$ cat src/hw/lcdscd_pkg.sv
package lcdscd_pkg;
  // mode identifiers
  localparam logic [2:0] ID_READ  = 3'h6;
  localparam logic [2:0] ID_WRITE = 3'h5;
  localparam logic [2:0] ID_CMD   = 3'h4;
  // field widths and bit counts
  localparam int ADDR_W   = 6;
  localparam int DATA_W   = 4;
  localparam logic [3:0] ID_LAST   = 4'h2;
  localparam logic [3:0] ADDR_LAST = 4'h5;
  localparam logic [3:0] NIB_LAST  = 4'h3;
  localparam logic [3:0] CMD_LAST  = 4'h8;
  localparam int FIFO_DEPTH = 4;
  // clock sources
  localparam int RC_HZ   = 256000;
  localparam int XTAL_HZ = 32768;
  localparam int EXT_HZ  = 256000;
  localparam logic [2:0] PRE_LAST = 3'(RC_HZ / 32000 - 1);
  localparam int TONE_HI_HZ = 4000;
  localparam int TONE_LO_HZ = 2000;
  localparam logic [2:0] TONE_HI_LAST = 3'(XTAL_HZ / (2 * TONE_HI_HZ) - 1);
  localparam logic [2:0] TONE_LO_LAST = 3'(XTAL_HZ / (2 * TONE_LO_HZ) - 1);
  localparam int TB_W = 15;
  localparam logic [1:0] WD_LAST = 2'h3;
  typedef enum logic [1:0] {
    LCDSCD_SRC_RC   = 2'h0,
    LCDSCD_SRC_XTAL = 2'h1,
    LCDSCD_SRC_EXT  = 2'h3
  } lcdscd_src_t;
  typedef enum logic [2:0] {
    LCDSCD_ST_ID   = 3'h0,
    LCDSCD_ST_ADDR = 3'h1,
    LCDSCD_ST_DATA = 3'h3,
    LCDSCD_ST_CMD  = 3'h2,
    LCDSCD_ST_HALT = 3'h6
  } lcdscd_state_t;
  typedef struct packed {
    logic        osc_on;
    logic        bias_on;
    logic        bias_third;
    logic [1:0]  com_sel;
    lcdscd_src_t src;
    logic        tone_on;
    logic        tone_low;
    logic        irq_en;
    logic        tb_out_en;
    logic        wd_out_en;
    logic [2:0]  rate;
    logic        test_mode;
  } lcdscd_cfg_t;
  typedef struct packed {
    logic [ADDR_W-1:0] addr;
    logic [DATA_W-1:0] data;
  } lcdscd_wr_t;
  localparam lcdscd_cfg_t CFG_RST = '{
    osc_on: 1'b0, bias_on: 1'b0, bias_third: 1'b0, com_sel: 2'h0,
    src: LCDSCD_SRC_RC, tone_on: 1'b0, tone_low: 1'b0, irq_en: 1'b0,
    tb_out_en: 1'b0, wd_out_en: 1'b0, rate: 3'h7, test_mode: 1'b0};
endpackage : lcdscd_pkg

$ cat src/hw/lcdscd_top.sv
`timescale 1ns/1ns

////////////////////////////////////////////////////////////////////
// small fifo between serial writes and the display ram
module lcdscd_fifo #(
  parameter int WIDTH = 10,
  parameter int DEPTH = 4
) (
  input  wire logic             sys_clk_i,
  input  wire logic             rst_n_i,
  input  wire logic             in_valid_i,
  output logic                  in_ready_o,
  input  wire logic [WIDTH-1:0] in_data_i,
  output logic                  out_valid_o,
  input  wire logic             out_ready_i,
  output logic [WIDTH-1:0]      out_data_o
);
  localparam int PW = $clog2(DEPTH);
  logic [WIDTH-1:0] mem_reg [DEPTH];
  logic [PW-1:0]    wp_reg;
  logic [PW-1:0]    rp_reg;
  logic [PW:0]      cnt_reg;
  wire              push = in_valid_i & in_ready_o;
  wire              pop  = out_valid_o & out_ready_i;
  assign in_ready_o  = (cnt_reg != (PW+1)'(DEPTH));
  assign out_valid_o = (cnt_reg != '0);
  assign out_data_o  = mem_reg[rp_reg];
  // storage
  always_ff @(posedge sys_clk_i) begin
    if (push) mem_reg[wp_reg] <= in_data_i;
  end
  // pointers and fill count
  always_ff @(posedge sys_clk_i) begin
    if (!rst_n_i) begin
      wp_reg  <= '0;
      rp_reg  <= '0;
      cnt_reg <= '0;
    end else begin
      if (push) wp_reg <= (wp_reg == PW'(DEPTH-1)) ? '0 : wp_reg + 1'b1;
      if (pop) rp_reg <= (rp_reg == PW'(DEPTH-1)) ? '0 : rp_reg + 1'b1;
      cnt_reg <= cnt_reg + (PW+1)'(push) - (PW+1)'(pop);
    end
  end
endmodule : lcdscd_fifo

////////////////////////////////////////////////////////////////////
// serial command decoder, display ram, time base, watchdog, tone
module lcdscd_top #(
  parameter int ADDR_W = lcdscd_pkg::ADDR_W,
  parameter int DATA_W = lcdscd_pkg::DATA_W
) (
  input  wire logic               sys_clk_i,
  input  wire logic               rst_n_i,
  input  wire logic               cs_n_i,
  input  wire logic               wr_n_i,
  input  wire logic               rd_n_i,
  input  wire logic               data_i,
  output logic                    data_o,
  output logic                    data_oe_o,
  input  wire logic               rc_osc_i,
  input  wire logic               xtal_i,
  input  wire logic               ext_clk_i,
  output logic                    buzzer_out_o,
  output logic                    buzzer_out_n_o,
  output logic                    irq_n_o,
  output logic                    irq_oe_o,
  output lcdscd_pkg::lcdscd_cfg_t cfg_o,
  output logic                    wr_overrun_o
);
  localparam int NP = 7;
  localparam int FW = ADDR_W + DATA_W;

  ////////////////////////////////////////////////////////////////////
  // two-flop synchronisers on every pin input
  logic [NP-1:0] s1_reg;
  logic [NP-1:0] s2_reg;
  logic [NP-1:0] prev_reg;
  wire  [NP-1:0] pins = {ext_clk_i, xtal_i, rc_osc_i, data_i, rd_n_i, wr_n_i, cs_n_i};
  genvar gi;
  generate
    for (gi = 0; gi < NP; gi++) begin : g_sync
      always_ff @(posedge sys_clk_i) begin
        if (!rst_n_i) begin
          s1_reg[gi]   <= 1'b1;
          s2_reg[gi]   <= 1'b1;
          prev_reg[gi] <= 1'b1;
        end else begin
          s1_reg[gi]   <= pins[gi];
          s2_reg[gi]   <= s1_reg[gi];
          prev_reg[gi] <= s2_reg[gi];
        end
      end
    end
  endgenerate
  wire [NP-1:0] rise  = s2_reg & ~prev_reg;
  wire [NP-1:0] fall  = ~s2_reg & prev_reg;
  wire          cs_n  = s2_reg[0];
  wire          din   = s2_reg[3];
  wire          wr_up = rise[1] & ~cs_n;
  wire          rd_dn = fall[2] & ~cs_n;

  ////////////////////////////////////////////////////////////////////
  // serial state
  lcdscd_pkg::lcdscd_state_t st_reg;
  lcdscd_pkg::lcdscd_cfg_t   cfg_reg;
  lcdscd_pkg::lcdscd_cfg_t   cfg_next;
  lcdscd_pkg::lcdscd_wr_t    push_reg;
  lcdscd_pkg::lcdscd_wr_t    pop_data;
  logic [2:0]        id_reg;
  logic [3:0]        cnt_reg;
  logic [1:0]        rbit_reg;
  logic [ADDR_W-1:0] addr_reg;
  logic [DATA_W-1:0] nib_reg;
  logic [7:0]        csr_reg;
  logic              cmd_fire_reg;
  logic              push_vld_reg;
  logic              fifo_rdy;
  logic              pop_vld;
  logic [DATA_W-1:0] ram [2**ADDR_W];
  wire [2:0] id_nx  = {id_reg[1:0], din};
  wire       st_id  = (st_reg == lcdscd_pkg::LCDSCD_ST_ID);
  wire       st_adr = (st_reg == lcdscd_pkg::LCDSCD_ST_ADDR);
  wire       st_dat = (st_reg == lcdscd_pkg::LCDSCD_ST_DATA);
  wire       st_cmd = (st_reg == lcdscd_pkg::LCDSCD_ST_CMD);
  wire       m_wr   = (id_reg == lcdscd_pkg::ID_WRITE);
  wire       m_rd   = (id_reg == lcdscd_pkg::ID_READ);
  wire       nib_done = wr_up & st_dat & m_wr & (cnt_reg == lcdscd_pkg::NIB_LAST);
  wire       cmd_done = wr_up & st_cmd & (cnt_reg == lcdscd_pkg::CMD_LAST);
  wire [DATA_W-1:0] rd_nib = ram[addr_reg];

  // mode, address and bit sequencing
  always_ff @(posedge sys_clk_i) begin
    if (!rst_n_i || cs_n) begin
      st_reg   <= lcdscd_pkg::LCDSCD_ST_ID;
      id_reg   <= '0;
      cnt_reg  <= '0;
      addr_reg <= '0;
    end else if (wr_up) begin
      cnt_reg <= cnt_reg + 4'h1;
      unique case (st_reg)
        lcdscd_pkg::LCDSCD_ST_ID: begin
          id_reg <= id_nx;
          if (cnt_reg == lcdscd_pkg::ID_LAST) begin
            cnt_reg <= '0;
            if (id_nx == lcdscd_pkg::ID_CMD) st_reg <= lcdscd_pkg::LCDSCD_ST_CMD;
            else if (id_nx == lcdscd_pkg::ID_READ || id_nx == lcdscd_pkg::ID_WRITE)
              st_reg <= lcdscd_pkg::LCDSCD_ST_ADDR;
            else st_reg <= lcdscd_pkg::LCDSCD_ST_HALT;
          end
        end
        lcdscd_pkg::LCDSCD_ST_ADDR: begin
          addr_reg <= {addr_reg[ADDR_W-2:0], din};
          if (cnt_reg == lcdscd_pkg::ADDR_LAST) begin
            cnt_reg <= '0;
            st_reg  <= lcdscd_pkg::LCDSCD_ST_DATA;
          end
        end
        lcdscd_pkg::LCDSCD_ST_DATA: begin
          if (!m_wr) cnt_reg <= cnt_reg;
          else if (nib_done) begin
            cnt_reg  <= '0;
            addr_reg <= addr_reg + 1'b1;
          end
        end
        lcdscd_pkg::LCDSCD_ST_CMD: begin
          if (cmd_done) cnt_reg <= '0;
        end
        lcdscd_pkg::LCDSCD_ST_HALT: cnt_reg <= cnt_reg;
        default: st_reg <= lcdscd_pkg::LCDSCD_ST_HALT;
      endcase
    end else if (rd_dn && st_dat && m_rd && rbit_reg == 2'h3) begin
      addr_reg <= addr_reg + 1'b1;
    end
  end

  // nibble and command shifters
  always_ff @(posedge sys_clk_i) begin
    if (!rst_n_i) begin
      nib_reg <= '0;
      csr_reg <= '0;
    end else if (wr_up) begin
      if (st_dat) nib_reg[cnt_reg[1:0]] <= din;
      if (st_cmd && cnt_reg != lcdscd_pkg::CMD_LAST) csr_reg <= {csr_reg[6:0], din};
    end
  end

  // read data out on read strobe fall, lowest bit first
  always_ff @(posedge sys_clk_i) begin
    if (!rst_n_i || cs_n) begin
      rbit_reg  <= '0;
      data_o    <= 1'b0;
      data_oe_o <= 1'b0;
    end else if (rd_dn && st_dat) begin
      data_o    <= rd_nib[rbit_reg];
      data_oe_o <= 1'b1;
      rbit_reg  <= rbit_reg + 2'h1;
    end else begin
      if (fall[1]) data_oe_o <= 1'b0;  // pin freed before the host drives it
      if (nib_done) rbit_reg <= '0;
    end
  end

  ////////////////////////////////////////////////////////////////////
  // write path through the fifo into the ram
  always_ff @(posedge sys_clk_i) begin
    if (!rst_n_i) begin
      push_vld_reg <= 1'b0;
      push_reg     <= '0;
      wr_overrun_o <= 1'b0;
    end else begin
      wr_overrun_o <= nib_done & push_vld_reg & ~fifo_rdy;
      if (nib_done) begin
        push_vld_reg <= 1'b1;
        push_reg     <= '{addr: addr_reg, data: {din, nib_reg[2:0]}};
      end else if (fifo_rdy) push_vld_reg <= 1'b0;
    end
  end

  lcdscd_fifo #(
    .WIDTH (FW),
    .DEPTH (lcdscd_pkg::FIFO_DEPTH)
  ) u_fifo (
    .sys_clk_i   (sys_clk_i),
    .rst_n_i     (rst_n_i),
    .in_valid_i  (push_vld_reg),
    .in_ready_o  (fifo_rdy),
    .in_data_i   (push_reg),
    .out_valid_o (pop_vld),
    .out_ready_i (~rd_dn),
    .out_data_o  (pop_data)
  );

  // ram write port, held off while a read bit is fetched
  always_ff @(posedge sys_clk_i) begin
    if (pop_vld && !rd_dn) ram[pop_data.addr] <= pop_data.data;
  end

  ////////////////////////////////////////////////////////////////////
  // command decode on the eight code bits, ninth ignored
  wire [7:0] c = csr_reg;
  wire cf = cmd_fire_reg;
  wire c_sys   = (c[7:4] == 4'h0);
  wire c_tbclr = cf & (c[7:2] == 6'h03);
  wire c_wdclr = cf & (c[7:1] == 7'h07);
  wire c_src   = cf & (c[7:4] == 4'h1) & (c[3:2] != 2'h0);
  wire c_bias  = cf & (c[7:4] == 4'h2);
  wire c_tone  = cf & (c[7:6] == 2'h1);
  wire c_irq   = cf & (c[7:5] == 3'h4);
  wire c_rate  = cf & (c[7:5] == 3'h5);

  // next configuration
  always_comb begin
    cfg_next = cfg_reg;
    if (cf && c_sys) begin
      unique case (c[3:0])
        4'h0: begin
          cfg_next.osc_on  = 1'b0;
          cfg_next.bias_on = 1'b0;
        end
        4'h1: cfg_next.osc_on    = 1'b1;
        4'h2: cfg_next.bias_on   = 1'b0;
        4'h3: cfg_next.bias_on   = 1'b1;
        4'h4: cfg_next.tb_out_en = 1'b0;
        4'h6: cfg_next.tb_out_en = 1'b1;
        4'h5: cfg_next.wd_out_en = 1'b0;
        4'h7: cfg_next.wd_out_en = 1'b1;
        4'h8: cfg_next.tone_on   = 1'b0;
        4'h9: cfg_next.tone_on   = 1'b1;
        default: cfg_next.tone_on = cfg_reg.tone_on;
      endcase
    end
    if (c_src) cfg_next.src = lcdscd_pkg::lcdscd_src_t'({c[3] & c[2], c[2]});
    if (c_bias) begin
      cfg_next.com_sel    = c[3:2];
      cfg_next.bias_third = c[0];
    end
    if (c_tone) cfg_next.tone_low = c[5];
    if (c_irq) cfg_next.irq_en = c[3];
    if (c_rate) cfg_next.rate = c[2:0];
    if (cf && c == 8'hE0) cfg_next.test_mode = 1'b1;
    if (cf && c == 8'hE3) cfg_next.test_mode = 1'b0;
  end

  // configuration register with power-on defaults
  always_ff @(posedge sys_clk_i) begin
    if (!rst_n_i) begin
      cfg_reg      <= lcdscd_pkg::CFG_RST;
      cmd_fire_reg <= 1'b0;
    end else begin
      cmd_fire_reg <= cmd_done & ~cs_n;
      cfg_reg      <= cfg_next;
    end
  end
  assign cfg_o = cfg_reg;

  ////////////////////////////////////////////////////////////////////
  // base tick at 32 khz from the selected source
  logic [2:0] pre_reg;
  logic       base_reg;
  wire src_ext = (cfg_reg.src == lcdscd_pkg::LCDSCD_SRC_EXT);
  wire src_x   = (cfg_reg.src == lcdscd_pkg::LCDSCD_SRC_XTAL);
  wire run     = cfg_reg.osc_on | src_ext;  // stop is void on external
  wire src_up  = src_x ? rise[5] : (src_ext ? rise[6] : rise[4]);
  always_ff @(posedge sys_clk_i) begin
    if (!rst_n_i) begin
      pre_reg  <= '0;
      base_reg <= 1'b0;
    end else begin
      base_reg <= 1'b0;
      if (run && src_up) begin
        pre_reg <= (pre_reg == lcdscd_pkg::PRE_LAST) ? '0 : pre_reg + 3'h1;
        base_reg <= src_x | (pre_reg == lcdscd_pkg::PRE_LAST);
      end
    end
  end

  ////////////////////////////////////////////////////////////////////
  // time base counter and watchdog stage
  logic [lcdscd_pkg::TB_W-1:0] tb_reg;
  logic       tbclk_reg;
  logic [1:0] wd_reg;
  logic       wdf_reg;
  wire [3:0]  tb_sel = 4'(lcdscd_pkg::TB_W - 1) - {1'b0, cfg_reg.rate};
  wire        tb_clk = tb_reg[tb_sel];
  wire        tb_up  = tb_clk & ~tbclk_reg;
  always_ff @(posedge sys_clk_i) begin
    if (!rst_n_i || c_tbclr) begin
      tb_reg    <= '0;
      tbclk_reg <= 1'b0;
    end else begin
      tbclk_reg <= tb_clk;
      if (base_reg) tb_reg <= tb_reg + 1'b1;
    end
  end
  // four rising edges of the time base clock make the watchdog time-out
  always_ff @(posedge sys_clk_i) begin
    if (!rst_n_i) begin
      wd_reg  <= '0;
      wdf_reg <= 1'b0;
    end else begin
      if (c_wdclr) wd_reg <= '0;
      else if (tb_up) wd_reg <= wd_reg + 2'h1;
      if (tb_up && wd_reg == lcdscd_pkg::WD_LAST) wdf_reg <= 1'b1;  // set wins over a clear
      else if (c_wdclr || (c_irq && !c[3])) wdf_reg <= 1'b0;
    end
  end

  // interrupt line, open drain, low while driven
  wire irq_drv = cfg_reg.irq_en &
                 ((cfg_reg.tb_out_en & ~tb_clk) | (cfg_reg.wd_out_en & wdf_reg));
  always_ff @(posedge sys_clk_i) begin
    if (!rst_n_i) begin
      irq_oe_o <= 1'b0;
      irq_n_o  <= 1'b1;
    end else begin
      irq_oe_o <= irq_drv;
      irq_n_o  <= ~irq_drv;
    end
  end

  ////////////////////////////////////////////////////////////////////
  // differential tone output
  logic [2:0] tone_reg;
  logic       bz_reg;
  wire [2:0]  tone_last = cfg_reg.tone_low ? lcdscd_pkg::TONE_LO_LAST
                                           : lcdscd_pkg::TONE_HI_LAST;
  wire        tone_act = cfg_reg.tone_on & run;
  always_ff @(posedge sys_clk_i) begin
    if (!rst_n_i || !tone_act) begin
      tone_reg <= '0;
      bz_reg   <= 1'b0;
    end else if (base_reg) begin
      tone_reg <= (tone_reg >= tone_last) ? '0 : tone_reg + 3'h1;
      if (tone_reg >= tone_last) bz_reg <= ~bz_reg;
    end
  end
  always_ff @(posedge sys_clk_i) begin
    if (!rst_n_i) begin
      buzzer_out_o   <= 1'b0;
      buzzer_out_n_o <= 1'b0;
    end else begin
      buzzer_out_o   <= tone_act & bz_reg;
      buzzer_out_n_o <= tone_act & ~bz_reg;
    end
  end
endmodule : lcdscd_top

$ cat config.mk
export PLATFORM = sky130hd
export DESIGN_NAME = lcdscd_top
export DESIGN_NICKNAME = d
export VERILOG_FILES = /design/src/hw/lcdscd_pkg.sv /design/src/hw/lcdscd_top.sv
export SDC_FILE = /design/constraint.sdc
export NUM_CORES = 1
export LEC_CHECK = 0
export BUFFER_PORTS_ARGS = -buffer_cell sky130_fd_sc_hd__buf_2
export CORE_MARGIN = 2
export CORE_UTILIZATION = 39
export CTS_BUF_LIST = sky130_fd_sc_hd__clkbuf_8 sky130_fd_sc_hd__clkbuf_16
export DETAILED_ROUTE_END_ITERATION = 10
export HOLD_SLACK_MARGIN = 0.02
export PLACE_DENSITY_LB_ADDON = 0.3
export SYNTH_ARGS = -nofsm -noshare
export SYNTH_HDL_FRONTEND = slang
export SYNTH_SLANG_ARGS = --single-unit
$ cat constraint.sdc
create_clock -name sys_clk_i -period 7.2 [get_ports sys_clk_i]
set_input_delay 0.72 -clock sys_clk_i [delete_from_list [all_inputs] [get_ports sys_clk_i]]
set_output_delay 0.72 -clock sys_clk_i [all_outputs]
set_load 0.01 [all_outputs]
==> summary.md <==
| Metric | Value |
|---|---|
| Worst min path class | `in2reg` |
| Chip Height | `212.8 microns` |
| GP Congestion | `just over 0.8` |
| Setup violations, final | `0` |
| Finished Layout Cells | `1833` |
| Flop2flop setup slack | `4.10 ns` |
| Area share of the leading cell type in the synthesized netlist | `52.27%` |
| Number of global-route vias before repair | `just over 9k` |
| Maximum clock path buffer count | `3` |
| Time the worst path needs with I/O delays and setup | `~3.1 ns` |
| H-tree level count | `2` |
| Die area | `45290 sq um` |
| CP Data Required Time | `7.61 ns` |
| Ports placed on the boundary | `32` |
| Cell types occupying the most area after synthesis | `edfxtp_1 52%, dfxtp_1 15%, mux4_2 9.0%` |
| Count of inserted antenna diode cells | `0` |
| CP startpoint kind | `flop` |
| Post CTS Setup Buffer Count | `0` |
| Number of nets in the finished design | `roughly 1.2k` |
| Total global routing overflow | `0` |
| Clock buffer count from CTS | `44` |
| CTS-repair resized insts | `0` |
| Synth Flop Type | `edfxtp_1` |
| Number of antenna violations at the first check in global routing | `0` |
| Count of final max-slew check failures | `0` |
| Overall power | `about 5.6 mW` |
| Max_cap viols | `0` |
| Register bit total from synthesis | `421` |
| Uppermost metal layer occupied by signal nets | `met4` |
| Final design area excluding fillers | `roughly 19000 sq um` |
| Setup total negative slack | `0 ns` |
| Insertion delay to the later sink of the worst-skew pair | `between 0.5 and 0.6 ns` |
| Most common library cell in the layout ignoring fill and taps | `edfxtp_1` |
| Total length of routed met2 wires | `16710 microns` |
| Drt pass-1 iters | `6` |
| Synth-to-Final Area Change | `12.19%` |
| Worst-margin pin slew | `1.264 ns` |
| Clock slew at reported path FFs | `0.06 ns` |
| Wire length of the first global-routing pass | `between 50000 and 60000 microns` |
| Status | `completed` |
| Number of distinct library cells after synthesis | `68` |
| Core utilization of the finished layout | `~44%` |
| Net Count, Synth | `1213` |
| WS Path Type | `reg2reg` |
| Dominant delay contributor by cell family on the critical path | `compound AO/OA/AOI/OAI gates` |
| Post-Syn Instances | `between 1k and 1.5k` |
| Average footprint of a synthesized cell | `14.37 sq um` |
| Max Clock Skew | `0.01699 ns` |
| Share of the clock period used by the worst path after layout | `43.12%` |
| Clock tree from TritonCTS | `built` |
| Number of synthesized flops with an enable pin | `around 300` |
| Via count | `9586` |
| Routed met3 length | `1891 microns` |
| WP buf/inv | `1` |
| Maximum vdd ir drop | `0.1998 mV` |
| Sum of routed wire segments on met1 | `about 16000 microns` |
| Remaining routing DRC violations | `0` |
| Part of the Yosys area used for sequential elements | `66.99%` |
| Ratio of cells with drive above 1 in the final layout | `14.98%` |
| Worst path max stage delay | `0.75 ns` |
| Number of flip-flops under the largest register name | `256` |
| Detailed-route vias per instance | `around 5.2` |
| Reg2reg end | `data_o` |
| Core Footprint | `~43000 sq um` |
| Hold Worst Slack | `around 0.34 ns` |
| Leakage power figure | `6.336 nW` |
| Maximum number of pins on one net before global-route repair | `65` |
| GRT Overall Usage | `15.86%` |
| Wirelength per Cell | `19.14 microns` |
| Total wire length after detailed routing | `35080 microns` |
| Post-synthesis cell type with the largest combined area | `edfxtp_1` |
| Highest clock frequency the design can meet | `0.3221 GHz` |
| Power Dens Cells | `291.8 nW/um^2` |
| Placed inst area | `17660 sq um` |
| Cell Count Post-Placement | `1751` |
| Worst min-delay path startpoint | `wr_n_i` |
| Clock net sink count | `421` |
| Warnings, synthesis | `0` |
| Share of flip-flops with an asynchronous set or reset after synthesis | `0%` |
| Data arrival time of the critical path | `3.52 ns` |
| Worst rel slew slack | `15.76%` |
| WP depth | `7` |
| Crit path setup slack, layout | `roughly 4 ns` |
| Drt initial violations | `828` |
| Hold buffer count at CTS | `0` |
| Unrepaired setup endpoints after global routing | `no` |
| Setup slack at placement | `4.033 ns` |
| Summed instance area of the synthesized netlist | `17000 sq um` |
| Highest net fanout along the worst path | `37` |
| Type of destination of the critical path | `flop` |
| Root buf cell | `clkbuf_16` |
| Final HPWL from detailed placement | `~22000 microns` |
| Effective utilization at floorplan | `39.47%` |
| Destination of the critical timing path | `data_o` |
| Logic depth of the worst register-to-register path | `7` |
| Final hold viol count | `0` |
| CP Cell Sequence | `buf_4 -> mux4_2 -> and2_0 -> o311ai_0 -> o21bai_1 -> o41ai_1 -> o32ai_1` |
| Number of routed nets with antenna violations | `0` |
| Count of buffers from port buffering | `31` |
| Number of cell rows | `76` |
| Cell with the biggest individual delay on the critical path | `dfxtp_2` |
| Top library cells by usage in the layout, fill and taps aside | `296 x edfxtp_1, 181 x nor2_1, 123 x dfxtp_1, 78 x nand2_1` |
| Die X-Extent | `212.8 microns` |
power breakdown:
part / switching [mW] / total, mW / internal [mW]
Sequential: 0.0497 / 2.88 / 2.83
Clock: 0.919 / 2.20 / 1.28
Combinational: 0.360 / 0.484 / 0.124
worst reg2reg max path: stages, from the launching register on:
cell and delay (ns):
dfxtp_2 0.75, buf_4 0.63, mux4_2 0.41, and2_0 0.18
o311ai_0 0.38, o21bai_1 0.11, o41ai_1 0.37, o32ai_1 0.13
how the worst min path moves through the flow:
stage	endpoint	slack [ns]	depth (start not counted)
finish	s1_reg[1]	0.34	2
global placement	s2_reg[2]	0.39	1
floorplan	cs_n	0.39	1
global route	s1_reg[1]	0.34	2
detailed placement	cs_n	0.39	1
CTS	s1_reg[1]	0.32	2
cells by family after synthesis:
logic type	after synthesis	share of synthesized area, %
and+or+nand+nor	392	10.66
adders and majority gates	21	1.589
xor gates and xnor gates	24	1.280
AOI/OAI and AO/OA	105	3.849
buffers and inverters	79	2.222
muxes	141	13.41
DFF	421	66.99
metal layers:
layer,global-route usage (%),vias to the layer above
met3,2.692,57
li1,-,4456
met5,0,-
met2,25.72,273
met1,21.99,4800
met4,4.799,0
cell type report:
cell class                 instances  area (sq um)
sequential                       421         11400
clock inverter                    34         236.5
tap                              585         732.0
multi-input combinational        683          5235
inverter                          24         90.09
fill                            3842         24000
clock buffer                      48          1179
timing repair buffer              38         207.7
synthesized netlist by cell type, drive strengths merged, types with 12 or more instances:
master  instances
nand2          78
buf            17
inv            24
o21ai          20
xor2           15
nor2          181
a21oi          39
nand2b         31
edfxtp        296
nand3          28
ha             20
dfxtp         125
mux2i          69
mux4           68
clkbuf         38
nand4          12
Note: power is estimated with default switching activity, not from simulation.
